## config.mk

```make
export PLATFORM = sky130hd
export DESIGN_NAME = ddr2_cmd_decoder
export DESIGN_NICKNAME = d
export VERILOG_FILES = /design/src/include/ddr2_cmd_pkg.sv /design/src/include/burst_if.sv /design/src/burst_column_unit.sv /design/src/ddr2_cmd_decoder.sv
export SDC_FILE = /design/constraint.sdc
export NUM_CORES = 1
export LEC_CHECK = 0
export ABC_AREA = 1
export BUFFER_PORTS_ARGS = -buffer_cell sky130_fd_sc_hd__buf_2
export CORE_MARGIN = 2
export CORE_UTILIZATION = 35
export CTS_CLUSTER_SIZE = 10
export DETAILED_ROUTE_END_ITERATION = 10
export GPL_TIMING_DRIVEN = 0
export MAX_ROUTING_LAYER = met4
export SETUP_SLACK_MARGIN = 0.1
export SKIP_CTS_REPAIR_TIMING = 1
export SLEW_MARGIN = 10
export SYNTH_ARGS = -nofsm -noshare
export SYNTH_HDL_FRONTEND = slang
export SYNTH_SLANG_ARGS = --single-unit
```

## constraint.sdc

```tcl
create_clock -name mclk -period 1.7 [get_ports mclk]
set_input_delay 0.17 -clock mclk [delete_from_list [all_inputs] [get_ports mclk]]
set_output_delay 0.17 -clock mclk [all_outputs]
set_load 0.05 [all_outputs]
```

## src/include/ddr2_cmd_pkg.sv

```systemverilog
// Constants and types shared by the command decoder and its column unit.
// Assumes one 100 MHz clock domain; the memory clock arrives as a pin and is sampled.
package ddr2_cmd_pkg;
  localparam int ROW_BITS       = 14;
  localparam int COL_BITS       = 10;
  localparam int BANKS          = 4;
  // Mode register field positions; AP_POS is the auto-precharge address bit
  localparam int MR_BL_LSB      = 0;
  localparam int MR_BT_POS      = 3;
  localparam int MR_CL_LSB      = 4;
  localparam int MR_TM_POS      = 7;
  localparam int MR_DLLRST_POS  = 8;
  localparam int MR_WR_LSB      = 9;
  localparam int AP_POS         = 10;
  // Burst length codes
  localparam logic [2:0] BL_CODE4 = 3'h2;
  localparam logic [2:0] BL_CODE8 = 3'h3;
  // Register selects on the bank pins
  localparam logic [1:0] SEL_MR   = 2'h0;
  localparam logic [1:0] SEL_EMR1 = 2'h1;
  localparam logic [1:0] SEL_EMR2 = 2'h2;
  localparam logic [1:0] SEL_EMR3 = 2'h3;
  // Command codes {ras_n, cas_n, we_n} with chip select low
  localparam logic [2:0] CMD_MRS  = 3'h0;
  localparam logic [2:0] CMD_REF  = 3'h1;
  localparam logic [2:0] CMD_PRE  = 3'h2;
  localparam logic [2:0] CMD_ACT  = 3'h3;
  localparam logic [2:0] CMD_WR   = 3'h4;
  localparam logic [2:0] CMD_RD   = 3'h5;
  // Reset values
  localparam logic [13:0] MR_RESET = 14'h0000;
  // DLL lock wait after reset, in memory clocks
  localparam int DLL_LOCK_CLKS  = 200;

  typedef enum logic [2:0] {
    BST_IDLE = 3'h1,
    BST_RUN  = 3'h2,
    BST_DONE = 3'h4
  } burst_state_t;
endpackage

```

## src/include/burst_if.sv

```systemverilog
// Carrier between the decoder and the burst column unit.
// Assumes both ends run on mclk.
`timescale 1ns/10ps
interface burst_if;
  logic                               start;
  logic [ddr2_cmd_pkg::COL_BITS-1:0]  startCol;
  logic                               len8;
  logic                               interleave;
  logic                               step;
  logic [ddr2_cmd_pkg::COL_BITS-1:0]  col;
  logic                               busy;
  logic                               last;
  modport ctrl (output start, output startCol, output len8, output interleave, output step,
                input col, input busy, input last);
  modport unit (input start, input startCol, input len8, input interleave, input step,
                output col, output busy, output last);
endinterface

```

## src/burst_column_unit.sv

```systemverilog
// Burst column sequencer: walks 4 or 8 columns in sequential or interleaved order.
// Assumes the controller pulses start once per access and step once per beat.
`timescale 1ns/10ps
module burst_column_unit (
  input  wire logic mclk,
  input  wire logic nrst,
  burst_if.unit     bus
);
  typedef struct packed {
    ddr2_cmd_pkg::burst_state_t     st;
    logic [ddr2_cmd_pkg::COL_BITS-1:0] base;
    logic [2:0]                     cnt;
    logic                           len8;
    logic                           il;
  } unit_state_t;
  unit_state_t s_q, s_d;
  logic [2:0] offs;

  ////////////////////////////////////////////////////////////////////////////
  // Offset within the burst block; interleave xors, sequential adds
  always_comb begin
    if (s_q.il) begin
      offs = s_q.base[2:0] ^ s_q.cnt;
    end else begin
      offs = 3'(s_q.base[2:0] + s_q.cnt);
    end
    if (!s_q.len8) begin
      offs[2] = s_q.base[2]; // Wrap inside a four-column block
    end
  end

  // Next state of the sequencer
  always_comb begin
    s_d = s_q;
    case (s_q.st)
      ddr2_cmd_pkg::BST_IDLE: begin
        if (bus.start) begin
          s_d.st   = ddr2_cmd_pkg::BST_RUN;
          s_d.base = bus.startCol;
          s_d.cnt  = 3'h0;
          s_d.len8 = bus.len8;
          s_d.il   = bus.interleave;
        end
      end
      ddr2_cmd_pkg::BST_RUN: begin
        if (bus.step) begin
          if (s_q.cnt == (s_q.len8 ? 3'h7 : 3'h3)) begin
            s_d.st = ddr2_cmd_pkg::BST_DONE;
          end else begin
            s_d.cnt = 3'(s_q.cnt + 3'h1);
          end
        end
      end
      default: s_d.st = ddr2_cmd_pkg::BST_IDLE;
    endcase
  end

  always_ff @(posedge mclk) begin
    if (!nrst) begin
      s_q <= '{st: ddr2_cmd_pkg::BST_IDLE, base: '0, cnt: 3'h0, len8: 1'b0, il: 1'b0};
    end else begin
      s_q <= s_d;
    end
  end

  assign bus.col  = {s_q.base[ddr2_cmd_pkg::COL_BITS-1:3], offs};
  assign bus.busy = (s_q.st == ddr2_cmd_pkg::BST_RUN);
  assign bus.last = (s_q.st == ddr2_cmd_pkg::BST_DONE);

  // Sequential bursts: low column bits must step by one per beat
  property p_seq_col;
    @(posedge mclk) disable iff (!nrst)
      (bus.busy && !s_q.il && bus.step && s_q.cnt != 3'h3 && s_q.cnt != 3'h7) |=>
        bus.col[1:0] == 2'($past(bus.col[1:0]) + 2'h1);
  endproperty
  a_seq_col: assert property (p_seq_col) else $error("sequential column step wrong");
endmodule // burst_column_unit

```

## src/ddr2_cmd_decoder.sv

```systemverilog
// DDR2 device-side command decoder: mode register, row open, burst column sequencing.
// Assumes command pins come from a controller clocked by memClk, sampled here on mclk.
`timescale 1ns/10ps
module ddr2_cmd_decoder #(
  parameter int ROW_W = ddr2_cmd_pkg::ROW_BITS
) (
  input  wire logic                             mclk,
  input  wire logic                             nrst,
  input  wire logic                             memClk,
  input  wire logic                             cke,
  input  wire logic                             csN,
  input  wire logic                             rasN,
  input  wire logic                             casN,
  input  wire logic                             weN,
  input  wire logic [1:0]                       bankAddr,
  input  wire logic [13:0]                      addr,
  output logic [13:0]                           modeReg,
  output logic [2:0]                            casLatency,
  output logic [2:0]                            writeRecovery,
  output logic                                  dllResetPulse,
  output logic                                  dllLocked,
  output logic [3:0]                            bankOpen,
  output logic [ROW_W-1:0]                      openRow,
  output logic [1:0]                            accBank,
  output logic                                  accWrite,
  output logic                                  autoPrecharge,
  output logic                                  burstActive,
  output logic [ddr2_cmd_pkg::COL_BITS-1:0]     burstCol,
  output logic                                  protoError
);
  // Row width limited to the two organisations
  if (ROW_W != 13 && ROW_W != 14) begin : g_row_check
    $error("ROW_W must be 13 or 14");
  end

  typedef struct packed {
    logic [1:0]  clkSync;
    logic        clkPrev;
    logic [1:0]  ckeS;
    logic [1:0]  csS;
    logic [1:0]  rasS;
    logic [1:0]  casS;
    logic [1:0]  weS;
    logic [3:0]  baS;
    logic [27:0] aS;
    logic [13:0] mr;
    logic [13:0] emr1;
    logic [13:0] emr2;
    logic [13:0] emr3;
    logic        dllPulse;
    logic [7:0]  lockCnt;
    logic        locked;
    logic [3:0]  open;
    logic [ROW_W-1:0] row;
    logic [1:0]  bank;
    logic        wr;
    logic        ap;
    logic        err;
    logic [ddr2_cmd_pkg::COL_BITS-1:0] col;
    logic        act;
  } dec_state_t;
  dec_state_t s_q, s_d;

  burst_if bif ();
  burst_column_unit u_burst (.mclk(mclk), .nrst(nrst), .bus(bif));

  logic        risePulse;
  logic [2:0]  cmd;
  logic        cmdValid;
  logic [1:0]  ba;
  logic [13:0] a;

  ////////////////////////////////////////////////////////////////////////////
  // Sampled pins: second stage only feeds logic
  assign risePulse = s_q.clkSync[1] & ~s_q.clkPrev;
  assign ba        = s_q.baS[3:2];
  assign a         = s_q.aS[27:14];
  assign cmd       = {s_q.rasS[1], s_q.casS[1], s_q.weS[1]};
  // Deselect masks all commands; CKE low means no command either
  assign cmdValid  = risePulse & ~s_q.csS[1] & s_q.ckeS[1];

  // Burst unit control: one beat per rising memory clock edge
  assign bif.start      = cmdValid && (cmd == ddr2_cmd_pkg::CMD_RD || cmd == ddr2_cmd_pkg::CMD_WR);
  assign bif.startCol   = a[ddr2_cmd_pkg::COL_BITS-1:0];
  assign bif.len8       = (s_q.mr[2:0] == ddr2_cmd_pkg::BL_CODE8);
  assign bif.interleave = s_q.mr[ddr2_cmd_pkg::MR_BT_POS];
  assign bif.step       = risePulse;

  ////////////////////////////////////////////////////////////////////////////
  // Command decode and state update
  always_comb begin
    s_d          = s_q;
    s_d.clkSync  = {s_q.clkSync[0], memClk};
    s_d.clkPrev  = s_q.clkSync[1];
    s_d.ckeS     = {s_q.ckeS[0], cke};
    s_d.csS      = {s_q.csS[0], csN};
    s_d.rasS     = {s_q.rasS[0], rasN};
    s_d.casS     = {s_q.casS[0], casN};
    s_d.weS      = {s_q.weS[0], weN};
    s_d.baS      = {s_q.baS[1:0], bankAddr};
    s_d.aS       = {s_q.aS[13:0], addr};
    s_d.dllPulse = 1'b0;
    s_d.col      = bif.col; // Registered copy keeps the output on a flop
    s_d.act      = bif.busy;
    // DLL lock counting in memory clocks
    if (risePulse && !s_q.locked) begin
      if (s_q.lockCnt == 8'(ddr2_cmd_pkg::DLL_LOCK_CLKS - 1)) begin
        s_d.locked = 1'b1;
      end else begin
        s_d.lockCnt = 8'(s_q.lockCnt + 8'h01);
      end
    end
    if (cmdValid) begin
      case (cmd)
        ddr2_cmd_pkg::CMD_MRS: begin
          // Array untouched: register copies, DLL lock state and error flag change
          if (s_q.open != 4'h0) begin
            s_d.err = 1'b1;
          end
          if (ba == ddr2_cmd_pkg::SEL_MR) begin
            s_d.mr = a;
            if (a[ddr2_cmd_pkg::MR_DLLRST_POS]) begin
              s_d.dllPulse = 1'b1;
              s_d.locked   = 1'b0;
              s_d.lockCnt  = 8'h00;
            end
            if (a[ddr2_cmd_pkg::MR_TM_POS]) begin
              s_d.err = 1'b1;
            end
          end else if (ba == ddr2_cmd_pkg::SEL_EMR1) begin
            s_d.emr1 = a;
          end else if (ba == ddr2_cmd_pkg::SEL_EMR2) begin
            s_d.emr2 = a;
          end else begin
            s_d.emr3 = a;
          end
        end
        ddr2_cmd_pkg::CMD_ACT: begin
          s_d.open[ba] = 1'b1;
          s_d.row      = a[ROW_W-1:0];
          s_d.bank     = ba;
        end
        ddr2_cmd_pkg::CMD_PRE: begin
          if (a[ddr2_cmd_pkg::AP_POS]) begin
            s_d.open = 4'h0;
          end else begin
            s_d.open[ba] = 1'b0;
          end
        end
        ddr2_cmd_pkg::CMD_RD, ddr2_cmd_pkg::CMD_WR: begin
          if (!s_q.open[ba]) begin
            s_d.err = 1'b1;
          end
          if (cmd == ddr2_cmd_pkg::CMD_RD && !s_q.locked) begin
            s_d.err = 1'b1;
          end
          s_d.bank = ba;
          s_d.wr   = (cmd == ddr2_cmd_pkg::CMD_WR);
          s_d.ap   = a[ddr2_cmd_pkg::AP_POS];
          if (a[ddr2_cmd_pkg::AP_POS]) begin
            s_d.open[ba] = 1'b0;
          end
        end
        default: ;
      endcase
    end
  end

  always_ff @(posedge mclk) begin
    if (!nrst) begin
      s_q <= '0;
      s_q.mr <= ddr2_cmd_pkg::MR_RESET;
    end else begin
      s_q <= s_d;
    end
  end

  // Outputs straight from the state register
  assign burstCol      = s_q.col;
  assign burstActive   = s_q.act;
  assign modeReg       = s_q.mr;
  assign casLatency    = s_q.mr[6:4];
  assign writeRecovery = s_q.mr[11:9];
  assign dllResetPulse = s_q.dllPulse;
  assign dllLocked     = s_q.locked;
  assign bankOpen      = s_q.open;
  assign openRow       = s_q.row;
  assign accBank       = s_q.bank;
  assign accWrite      = s_q.wr;
  assign autoPrecharge = s_q.ap;
  assign protoError    = s_q.err;

  ////////////////////////////////////////////////////////////////////////////
  property p_mrs_load;
    @(posedge mclk) disable iff (!nrst)
      (cmdValid && cmd == ddr2_cmd_pkg::CMD_MRS && ba == ddr2_cmd_pkg::SEL_MR) |=> modeReg == $past(a);
  endproperty
  a_mrs_load: assert property (p_mrs_load) else $error("mode register not loaded");
  property p_act_row;
    @(posedge mclk) disable iff (!nrst)
      (cmdValid && cmd == ddr2_cmd_pkg::CMD_ACT) |=> bankOpen[accBank] && openRow == $past(a[ROW_W-1:0]);
  endproperty
  a_act_row: assert property (p_act_row) else $error("activate row not captured");
  property p_ap;
    @(posedge mclk) disable iff (!nrst)
      (cmdValid && cmd == ddr2_cmd_pkg::CMD_RD) |=> autoPrecharge == $past(a[10]) && !accWrite;
  endproperty
  a_ap: assert property (p_ap) else $error("auto-precharge flag wrong");
  property p_dll;
    @(posedge mclk) disable iff (!nrst)
      dllResetPulse |-> !dllLocked ##1 !dllLocked;
  endproperty
  a_dll: assert property (p_dll) else $error("lock not cleared by dll reset");
  property p_burst_start;
    @(posedge mclk) disable iff (!nrst)
      bif.start && !bif.busy |=> ##1 burstActive;
  endproperty
  a_burst_start: assert property (p_burst_start) else $error("burst did not start");
  property p_fields;
    @(posedge mclk) disable iff (!nrst)
      (cmdValid && cmd == ddr2_cmd_pkg::CMD_MRS && ba == ddr2_cmd_pkg::SEL_MR) |=>
        casLatency == $past(a[6:4]) && writeRecovery == $past(a[11:9]);
  endproperty
  a_fields: assert property (p_fields) else $error("mode fields mis-decoded");
  property p_mrs_busy;
    @(posedge mclk) disable iff (!nrst)
      (cmdValid && cmd == ddr2_cmd_pkg::CMD_MRS && bankOpen != 4'h0) |=> protoError;
  endproperty
  a_mrs_busy: assert property (p_mrs_busy) else $error("mode write with open bank missed");
  property p_rd_closed;
    @(posedge mclk) disable iff (!nrst)
      (cmdValid && cmd == ddr2_cmd_pkg::CMD_RD && !bankOpen[ba]) |=> protoError;
  endproperty
  a_rd_closed: assert property (p_rd_closed) else $error("read to closed bank missed");
endmodule // ddr2_cmd_decoder
```

==> flow_summary_export.csv, run 1 <==
group,metric,value,unit
place,port_buffers,78,
final_layout,area_delta_synth_final,29.8,%
setup_path,startpoint_type,"flip-flop",
timing,tightestPinTransition,615,ps
timing,skew,9.33,ps
run,max-cap-violations,0,
yosys,synth.area.mux_share,0,
clocking,cts.path.max_buffers,2,
clocking,cts_root_buffer,"clkbuf_16",
timing,final.min_clock_period,1520,ps
grt,grt-ovfl-total,0,
yosys,synthCells,596,
timing,fin_crit_sh,0.895,
detailed_routing,firstDrtPassIters,4,
timing,rsz0062_at_grt,"yes",
floorplanning,die_area,14400,µm²
detailed_routing,ant_nets,0,
power,ir_drop,0.000560,V
timing,drv_slew,0,
worst_hold_path,hold_class,"in -> reg",
floorplanning,rows,42,
outcome,status,"completed",
clocking,clock_sinks,121,
floorplanning,coreArea,13200,µm²
yosys,synth_top_family_by_area,"buffers and inverters",
yosys,synth_seq_cells,121,
floorplanning,die_h,120,µm
setup_path,crit_fanout,4,
clocking,cts_tree,"done",
yosys,yosys.area_share.xor_xnor,0.0149,
grt,first_global_vias,3610,
timing,layout_setup_ws,179,ps
floorplanning,start_util,0.357,
floorplanning,ios,80,
yosys,netlist_area,4710,µm²
final_layout,n_antenna_cell,0,
timing,finalSetupTns,0,ps
setup_path,endpoint_kind,"flip-flop",
yosys,synth_nets,625,
yosys,netlist-cell-type-count,28,
grt,grt_max_degree,17,
yosys,synth-compound-area-share,0.0969,
yosys,yosys_warnings,0,
clocking,clkTransAtPathRegs,50,ps
yosys,synthAdderAreaFrac,0.0149,
timing,fmax,657,MHz
place,dp_slack,124,ps
grt,grt_pass1_wl,16.7,mm
yosys,synthSimpleGateAreaFrac,0.178,
power,powerDensity,1060,nW/µm²
setup_path,path_class,"reg -> reg",
yosys,syn_area_per_cell,7.90,µm²
grt,antenna_found_initial,0,
timing,maxSlewHeadroom,0.590,
final_layout,drive_gt1_frac,0.249,
power,power_leakage,0.00321,µW
detailed_routing,via_per_inst,4.24,
timing,hold_violations,0,
detailed_routing,wl,10.3,mm
clocking,cts_htree_levels,4,
detailed_routing,drtIter0Drc,228,
place,hpwl,7.54,mm
yosys,ys_seq_area_frac,0.514,
floorplanning,die_x,120,µm
detailed_routing,remaining_drc_errors,0,
timing,setup_viol,0,
detailed_routing,num_vias,3828,
setup_path,cp.arrival,1850,ps
place,gp_congestion,0.833,
clocking,clk_latency,410,ps
detailed_routing,wl_per_cell,11.4,µm
final_layout,fin_nets,744,
clocking,cts_made_buffers,17,
grt,grt_usage,0.154,
setup_path,worst-endpoint-required,2030,ps
==> Yosys cell counts, drive strengths merged <==
master  number  area share
dfxtp      121        0.51
inv        103       0.082
nand2       96       0.078
nor2        74       0.062
buf         62       0.093
o21ai       51       0.054
a21oi       38       0.041
nand3       23       0.028
clkbuf       7      0.0056
xor2         7       0.013
ha           4       0.011
nor3         4      0.0066
nand4        2      0.0027
fa           1      0.0042
o211ai       1      0.0016
or2          1      0.0013
xnor2        1      0.0019
==> worst paths after layout <==
| path | to | cells past startpoint | slack, ps | start |
|---|---|---|---|---|
| setup / recovery | burstCol[2] | 7 | 180 | u_burst.s_q[2] |
| hold / removal | u_burst.s_q[7] | 3 | 130 | nrst |
| setup reg to reg | burstCol[2] | 7 | 180 | u_burst.s_q[2] |
| hold reg to reg | a[6] | 2 | 410 | s_d[120] |
==> metal layers <==
| metal | part of all wire | GRT usage | wire length, µm |
|---|---|---|---|
| met5 | 0 | - | 0 |
| met2 | 0.47 | 0.234 | 4820 |
| met1 | 0.46 | 0.185 | 4680 |
| met4 | 0.024 | 0.0728 | 247 |
| met3 | 0.051 | 0.0480 | 524 |
==> where the power goes <==
group | internal [µW] | total [µW] | leakage, µW | switching (µW)
sequential | 2890 | 2930 | 0.000985 | 35.2
clock | 2070 | 3290 | 0.000268 | 1220
combinational | 101 | 241 | 0.00196 | 139
total | 5070 | 6460 | 0.00321 | 1400
==> logic make-up (layout without fill, tap and decap cells) <==
family,after synthesis,after routing
compound gates,90,90
buf+inv,172,303
fa+ha+maj,5,5
xor+xnor,8,8
simple gates,200,200
flops,121,121
==> critical path, cell delays in order, from the launching register on <==
cell	delay [ps]
dfxtp_2	340
ha_1	210
fa_1	370
nand2_1	90
a21oi_1	60
o21ai_1	100
o21ai_0	100
a21oi_1	190
==> cells in the final DEF (no fill, tap or decap) <==
master,instances
xor2_1,7
dlygate4sd3_1,22
dfxtp_2,1
dfxtp_1,120
nand3_2,1
nand3_4,2
buf_6,1
nor2_2,2
nand4_1,2
xnor2_1,1
clkinv_4,2
buf_1,5
nor2_4,1
clkinv_2,4
nor3_1,3
clkbuf_1,8
clkinvlp_4,3
nor2_1,71
clkbuf_16,17
inv_2,4
o21ai_1,3
bufinv_16,1
ha_1,4
buf_2,82
buf_4,52
o211ai_1,1
nand2_2,3
a21oi_1,37
nor3_4,1
o21ai_0,48
fa_1,1
a21oi_2,1
nand2_1,93
inv_1,99
or2_1,1
nand3_1,20
clkbuf_8,2
inv_6,1
==> registers in the layout, summed over array words and instances (netlist names), 2 cells and up <==
name             cells
accBank              2
cmd                  3
u_burst.s_q         11
openRow             14
s_q                 11
a                   14
burstCol            10
modeReg             14
bankOpen             4
u_burst.bus.col      7
ba                   2
s_d                 23
==> final cells by class <==
cell class / count / area (µm²)
buffer: 69 / 467
timing repair buffer: 100 / 611
inverter: 103 / 387
fill: 1310 / 7080
tap: 176 / 220
clock buffer: 20 / 457
multi-input combinational: 303 / 1450
clock inverter: 11 / 98.8
sequential: 121 / 2420
==> stage by stage <==
step	instances	instance area [µm²]	hold WS, ps	power, µW	util
floorplan	596	4710	268	3110	-
global placement	850	5320	357	3180	0.403
detailed placement	850	5320	356	3190	0.403
CTS	881	5880	-77.2	6500	0.446
global route	903	6110	133	6710	0.463
finish	903	6110	125	6460	0.463
Note: power is estimated with default switching activity, not from simulation.
==> inputs of run 2 (changes only) <==
==> constraint.sdc (replaced) <==
create_clock -name mclk -period 1.7 [get_ports mclk]
set_input_delay 0.255 -clock mclk [delete_from_list [all_inputs] [get_ports mclk]]
set_output_delay 0.255 -clock mclk [all_outputs]
set_load 0.05 [all_outputs]
==> run 2 against run 1 <==
  * Non-clock buffer count shrank 22
  * Sequential cell count is the same
  * Clock skew grew 16 ps
  * Critical path type unchanged
  * Highest routed layer unchanged
  * Final cell count shrank 2.4%
==> flow_summary_export.csv, run 2 (same netlist as run 1, synthesis figures left out) <==
group,metric,value,unit
setup_path,critPathSlowestCell,"fa_1",
floorplanning,coreArea,13200,µm²
place,dp_slack,124,ps
floorplanning,rows,42,
timing,drv_slew,0,
timing,hold_violations,0,
timing,skew,25.5,ps
timing,maxSlewHeadroom,0.595,
place,hpwl,7.54,mm
power,powerDensity,1090,nW/µm²
grt,met2_usage,0.234,
final_layout,largest_register_ffs,23,
detailed_routing,wl,10.1,mm
setup_path,cp.arrival,1850,ps
worst_hold_path,hold_class,"in -> reg",
final_layout,fin_nets,722,
grt,grt_pass1_wl,16.7,mm
floorplanning,die_h,120,µm
run,max-cap-violations,0,
detailed_routing,wl_per_cell,11.5,µm
clocking,clk_latency,420,ps
grt,first_global_vias,3610,
final_layout,drive_gt1_frac,0.257,
setup_path,path_buf_inv,0,
clocking,cts_tree,"done",
timing,fin_crit_sh,0.892,
detailed_routing,drtIter0Drc,222,
grt,grtUsageMet3,0.0480,
grt,grt-ovfl-total,0,
timing,layout_setup_ws,184,ps
setup_path,worst-endpoint-required,2030,ps
outcome,status,"completed",
floorplanning,die_x,120,µm
clocking,clkTransAtPathRegs,50,ps
timing,rsz0062_at_grt,"yes",
grt,top_usage_layer,"met2",
timing,finalSetupTns,0,ps
setup_path,crit_top_cell,"a21oi_1",
grt,grt_max_degree,17,
detailed_routing,num_vias,3718,
clocking,cts_htree_levels,4,
power,power_leakage,0.00312,µW
clocking,cts_made_buffers,17,
floorplanning,ios,80,
timing,final.min_clock_period,1520,ps
final_layout,final_cell_mix,"dfxtp_1, inv_1, nand2_1, buf_2, nor2_1",
grt,grt_usage,0.154,
floorplanning,start_util,0.357,
setup_path,cp_slowest_stage_delay,370,ps
setup_path,endpoint_kind,"flip-flop",
place,port_buffers,78,
timing,tightestPinTransition,608,ps
detailed_routing,remaining_drc_errors,0,
timing,setup_viol,0,
setup_path,path_class,"reg -> reg",
clocking,cts.path.max_buffers,2,
floorplanning,die_area,14400,µm²
final_layout,final.fill_count,1326,
setup_path,critPathTopFamily,"adder cells",
clocking,clock_sinks,121,
timing,fmax,659,MHz
power,ir_drop,0.000557,V
grt,antenna_found_initial,0,
detailed_routing,ant_nets,0,
clocking,cts_root_buffer,"clkbuf_16",
detailed_routing,via_per_inst,4.22,
setup_path,crit_fanout,4,
setup_path,path_cells,"ha_1 -> fa_1 -> nand2_1 -> a21oi_1 -> o21ai_1 -> o21ai_0 -> a21oi_1",
grt,use_met1,0.185,
place,gp_congestion,0.833,
final_layout,n_antenna_cell,0,
setup_path,startpoint_type,"flip-flop",
final_layout,area_delta_synth_final,25.1,%
final_layout,final_common_cell,"dfxtp_1",
detailed_routing,firstDrtPassIters,4,
## run 2: changes by cell type in the layout (fill, tap and decap cells not counted)
| cell | change |
|---|---|
| dlygate4sd3_1 | -22 |
## run 2: area by class of cell
type,instances,area [µm²],area share
Sequential cell,121,2420,0.411
Multi-Input combinational cell,303,1450,0.246
Buffer,69,467,0.0792
Clock buffer,20,457,0.0775
Timing Repair Buffer,78,390,0.0662
Inverter,103,387,0.0656
Tap cell,176,220,0.0374
Clock inverter,11,98.8,0.0168
## run 2: where the power goes
group	total, µW	internal, µW	leakage (µW)	switching (µW)
clock network	3290	2070	0.000268	1220
logic	202	68.6	0.00187	133
registers	2930	2890	0.000985	35.2
total	6420	5030	0.00312	1390
## run 2: per-layer routing
layer | part of all wire | routed length, µm | vias to the layer above
li1 | - | - | 1959
met1 | 0.47 | 4740 | 1641
met2 | 0.46 | 4610 | 102
met3 | 0.054 | 548 | 16
met4 | 0.021 | 212 | 0
met5 | 0 | 0 | -
## run 2: final timing paths
kind / from / end / slack [ps] / cells after the start
max: u_burst.s_q[2] / burstCol[2] / 180 / 7
max reg2reg: u_burst.s_q[2] / burstCol[2] / 180 / 7
min: addr[9] / s_d[123] / 20 / 3
min reg2reg: s_d[120] / a[6] / 410 / 2
## run 2: per-stage QoR
step                      std cells  cell area, µm²  hold WS [ps]  utilization  total power (µW)
final                           881            5890          17.1        0.447              6420
after global routing            881            5890          17.3        0.447              6660
after CTS                       881            5880          7.78        0.446              6500
after detailed placement        850            5320           396        0.403              3190
after global placement          850            5320           400        0.403              3180
after floorplan                 596            4710           353            -              3110
## run 2: tightest hold or removal path: stages
cell and delay (ps):
buf_2 70, nand2_1 40, inv_1 40
==> inputs of run 3 (changes only) <==
--- a/config.mk
+++ b/config.mk
@@ -8,11 +8,12 @@
 export ABC_AREA = 1
 export BUFFER_PORTS_ARGS = -buffer_cell sky130_fd_sc_hd__buf_2
 export CORE_MARGIN = 2
-export CORE_UTILIZATION = 35
+export CORE_UTILIZATION = 50
 export CTS_CLUSTER_SIZE = 10
 export DETAILED_ROUTE_END_ITERATION = 10
 export GPL_TIMING_DRIVEN = 0
 export MAX_ROUTING_LAYER = met4
+export PLACE_DENSITY = 0.72
 export SETUP_SLACK_MARGIN = 0.1
 export SKIP_CTS_REPAIR_TIMING = 1
 export SLEW_MARGIN = 10
==> run 3 against run 2 <==
  * Total power grew 3.2%
  * Global-route usage increased by 6.2 points
  * Cell area is 3.4% higher
  * Non-clock buffer count rose by 25
  * Largest cell class unchanged
  * Combinational power up 21%
  * Critical endpoint is now modeReg[1]
  * Clock-buffer cell count rose by 3
  * Core utilization is 22 points higher
==> flow_summary_export.csv, run 3 (same netlist as run 1, synthesis figures left out) <==
group,metric,value,unit
place,dp_slack,113,ps
place,gp_congestion,0.886,
timing,skew,11.7,ps
clocking,clkTransAtPathRegs,50,ps
final_layout,final_cell_mix,"dfxtp_1, inv_1, nand2_1, buf_2, nor2_1",
final_layout,n_antenna_cell,0,
floorplanning,die_x,101,µm
timing,hold_violations,0,
clocking,cts_root_buffer,"clkbuf_8",
grt,grt_usage,0.215,
grt,grt_pass1_wl,16.4,mm
setup_path,path_buf_inv,2,
setup_path,endpoint_kind,"primary output",
timing,rsz0062_at_grt,"yes",
setup_path,worst-endpoint-required,1440,ps
outcome,status,"completed",
clocking,clock_sinks,121,
setup_path,cp_slowest_stage_delay,420,ps
clocking,clk_latency,510,ps
clocking,cts_made_buffers,17,
timing,final.min_clock_period,1570,ps
power,powerDensity,1090,nW/µm²
floorplanning,ios,80,
place,hpwl,7.01,mm
worst_hold_path,hold_class,"in -> reg",
floorplanning,die_h,101,µm
detailed_routing,via_per_inst,4.74,
final_layout,drive_gt1_frac,0.253,
timing,fmax,637,MHz
grt,first_global_vias,3697,
floorplanning,start_util,0.512,
final_layout,largest_register_ffs,23,
setup_path,crit_fanout,3,
grt,grt-ovfl-total,0,
setup_path,path_cells,"buf_4 -> buf_2",
grt,grt_max_degree,17,
setup_path,critPathTopFamily,"flip-flops",
clocking,cts_tree,"done",
timing,setup_viol,0,
timing,finalSetupTns,0,ps
setup_path,startpoint_type,"flip-flop",
timing,maxSlewHeadroom,0.611,
power,ir_drop,0.000711,V
timing,tightestPinTransition,583,ps
detailed_routing,ant_nets,0,
timing,layout_setup_ws,131,ps
detailed_routing,firstDrtPassIters,6,
clocking,cts_htree_levels,4,
power,power_leakage,0.00324,µW
detailed_routing,wl_per_cell,12.4,µm
timing,drv_slew,0,
detailed_routing,num_vias,3987,
place,port_buffers,78,
final_layout,fin_nets,747,
detailed_routing,drtIter0Drc,223,
grt,antenna_found_initial,0,
setup_path,path_class,"reg -> out",
setup_path,critPathSlowestCell,"dfxtp_1",
run,max-cap-violations,0,
detailed_routing,remaining_drc_errors,0,
setup_path,cp.arrival,1310,ps
final_layout,final_common_cell,"dfxtp_1",
detailed_routing,wl,10.4,mm
timing,fin_crit_sh,0.923,
floorplanning,rows,35,
floorplanning,coreArea,9200,µm²
final_layout,area_delta_synth_final,29.3,%
clocking,cts.path.max_buffers,2,
floorplanning,die_area,10200,µm²
[run 3: cell count changes in the layout (fill, tap and decap cells not counted), sizes merged]
cell	delta
clkinv	-3
dlygate4sd3	+22
clkbuf	+3
bufinv	+1
buf	+3
[run 3: power breakdown]
part | leakage, µW | total, µW | switching, µW | internal (µW)
Combinational | 0.00198 | 245 | 142 | 103
Sequential | 0.000984 | 2930 | 35.0 | 2890
Clock | 0.000275 | 3460 | 1250 | 2210
Total | 0.00324 | 6630 | 1430 | 5200
[run 3: layout make-up]
type | instances | area (µm²)
fill | 741 | 3100
sequential | 121 | 2420
multi-input combinational | 303 | 1460
timing repair buffer | 103 | 633
buffer | 69 | 470
clock buffer | 23 | 467
inverter | 103 | 387
tap | 111 | 139
clock inverter | 9 | 114
[run 3: worst register-to-register path: stages, from the launching register on]
cell and delay (ps):
dfxtp_1 340, ha_1 230, fa_1 390, nand2_2 90, a21oi_1 60, o21ai_1 100, o21ai_1 90, a21oi_2 170
[run 3: worst paths after layout]
path / startpoint / endpoint / slack, ps / cells past startpoint
setup / recovery: modeReg[1] / modeReg[1] / 130 / 2
hold / removal: nrst / u_burst.s_q[7] / 150 / 3
setup reg to reg: u_burst.s_q[2] / burstCol[2] / 170 / 7
hold reg to reg: s_d[114] / a[0] / 410 / 2
[run 3: routing by layer]
| layer | GRT usage | routed length, µm |
|---|---|---|
| met1 | 0.253 | 4390 |
| met2 | 0.345 | 5280 |
| met3 | 0.0576 | 591 |
| met4 | 0.0956 | 180 |
| met5 | - | 0 |
[run 3: metrics by stage]
step	instances	total power [µW]	hold WS, ps	cell area, µm²	utilization
2_1_floorplan	596	3110	353	4710	-
3_3_place_gp	785	3180	400	5240	0.570
3_5_place_dp	785	3180	396	5240	0.570
4_1_cts	817	6610	-95.7	5820	0.633
5_1_grt	842	6840	168	6090	0.663
6_report	842	6630	153	6090	0.663
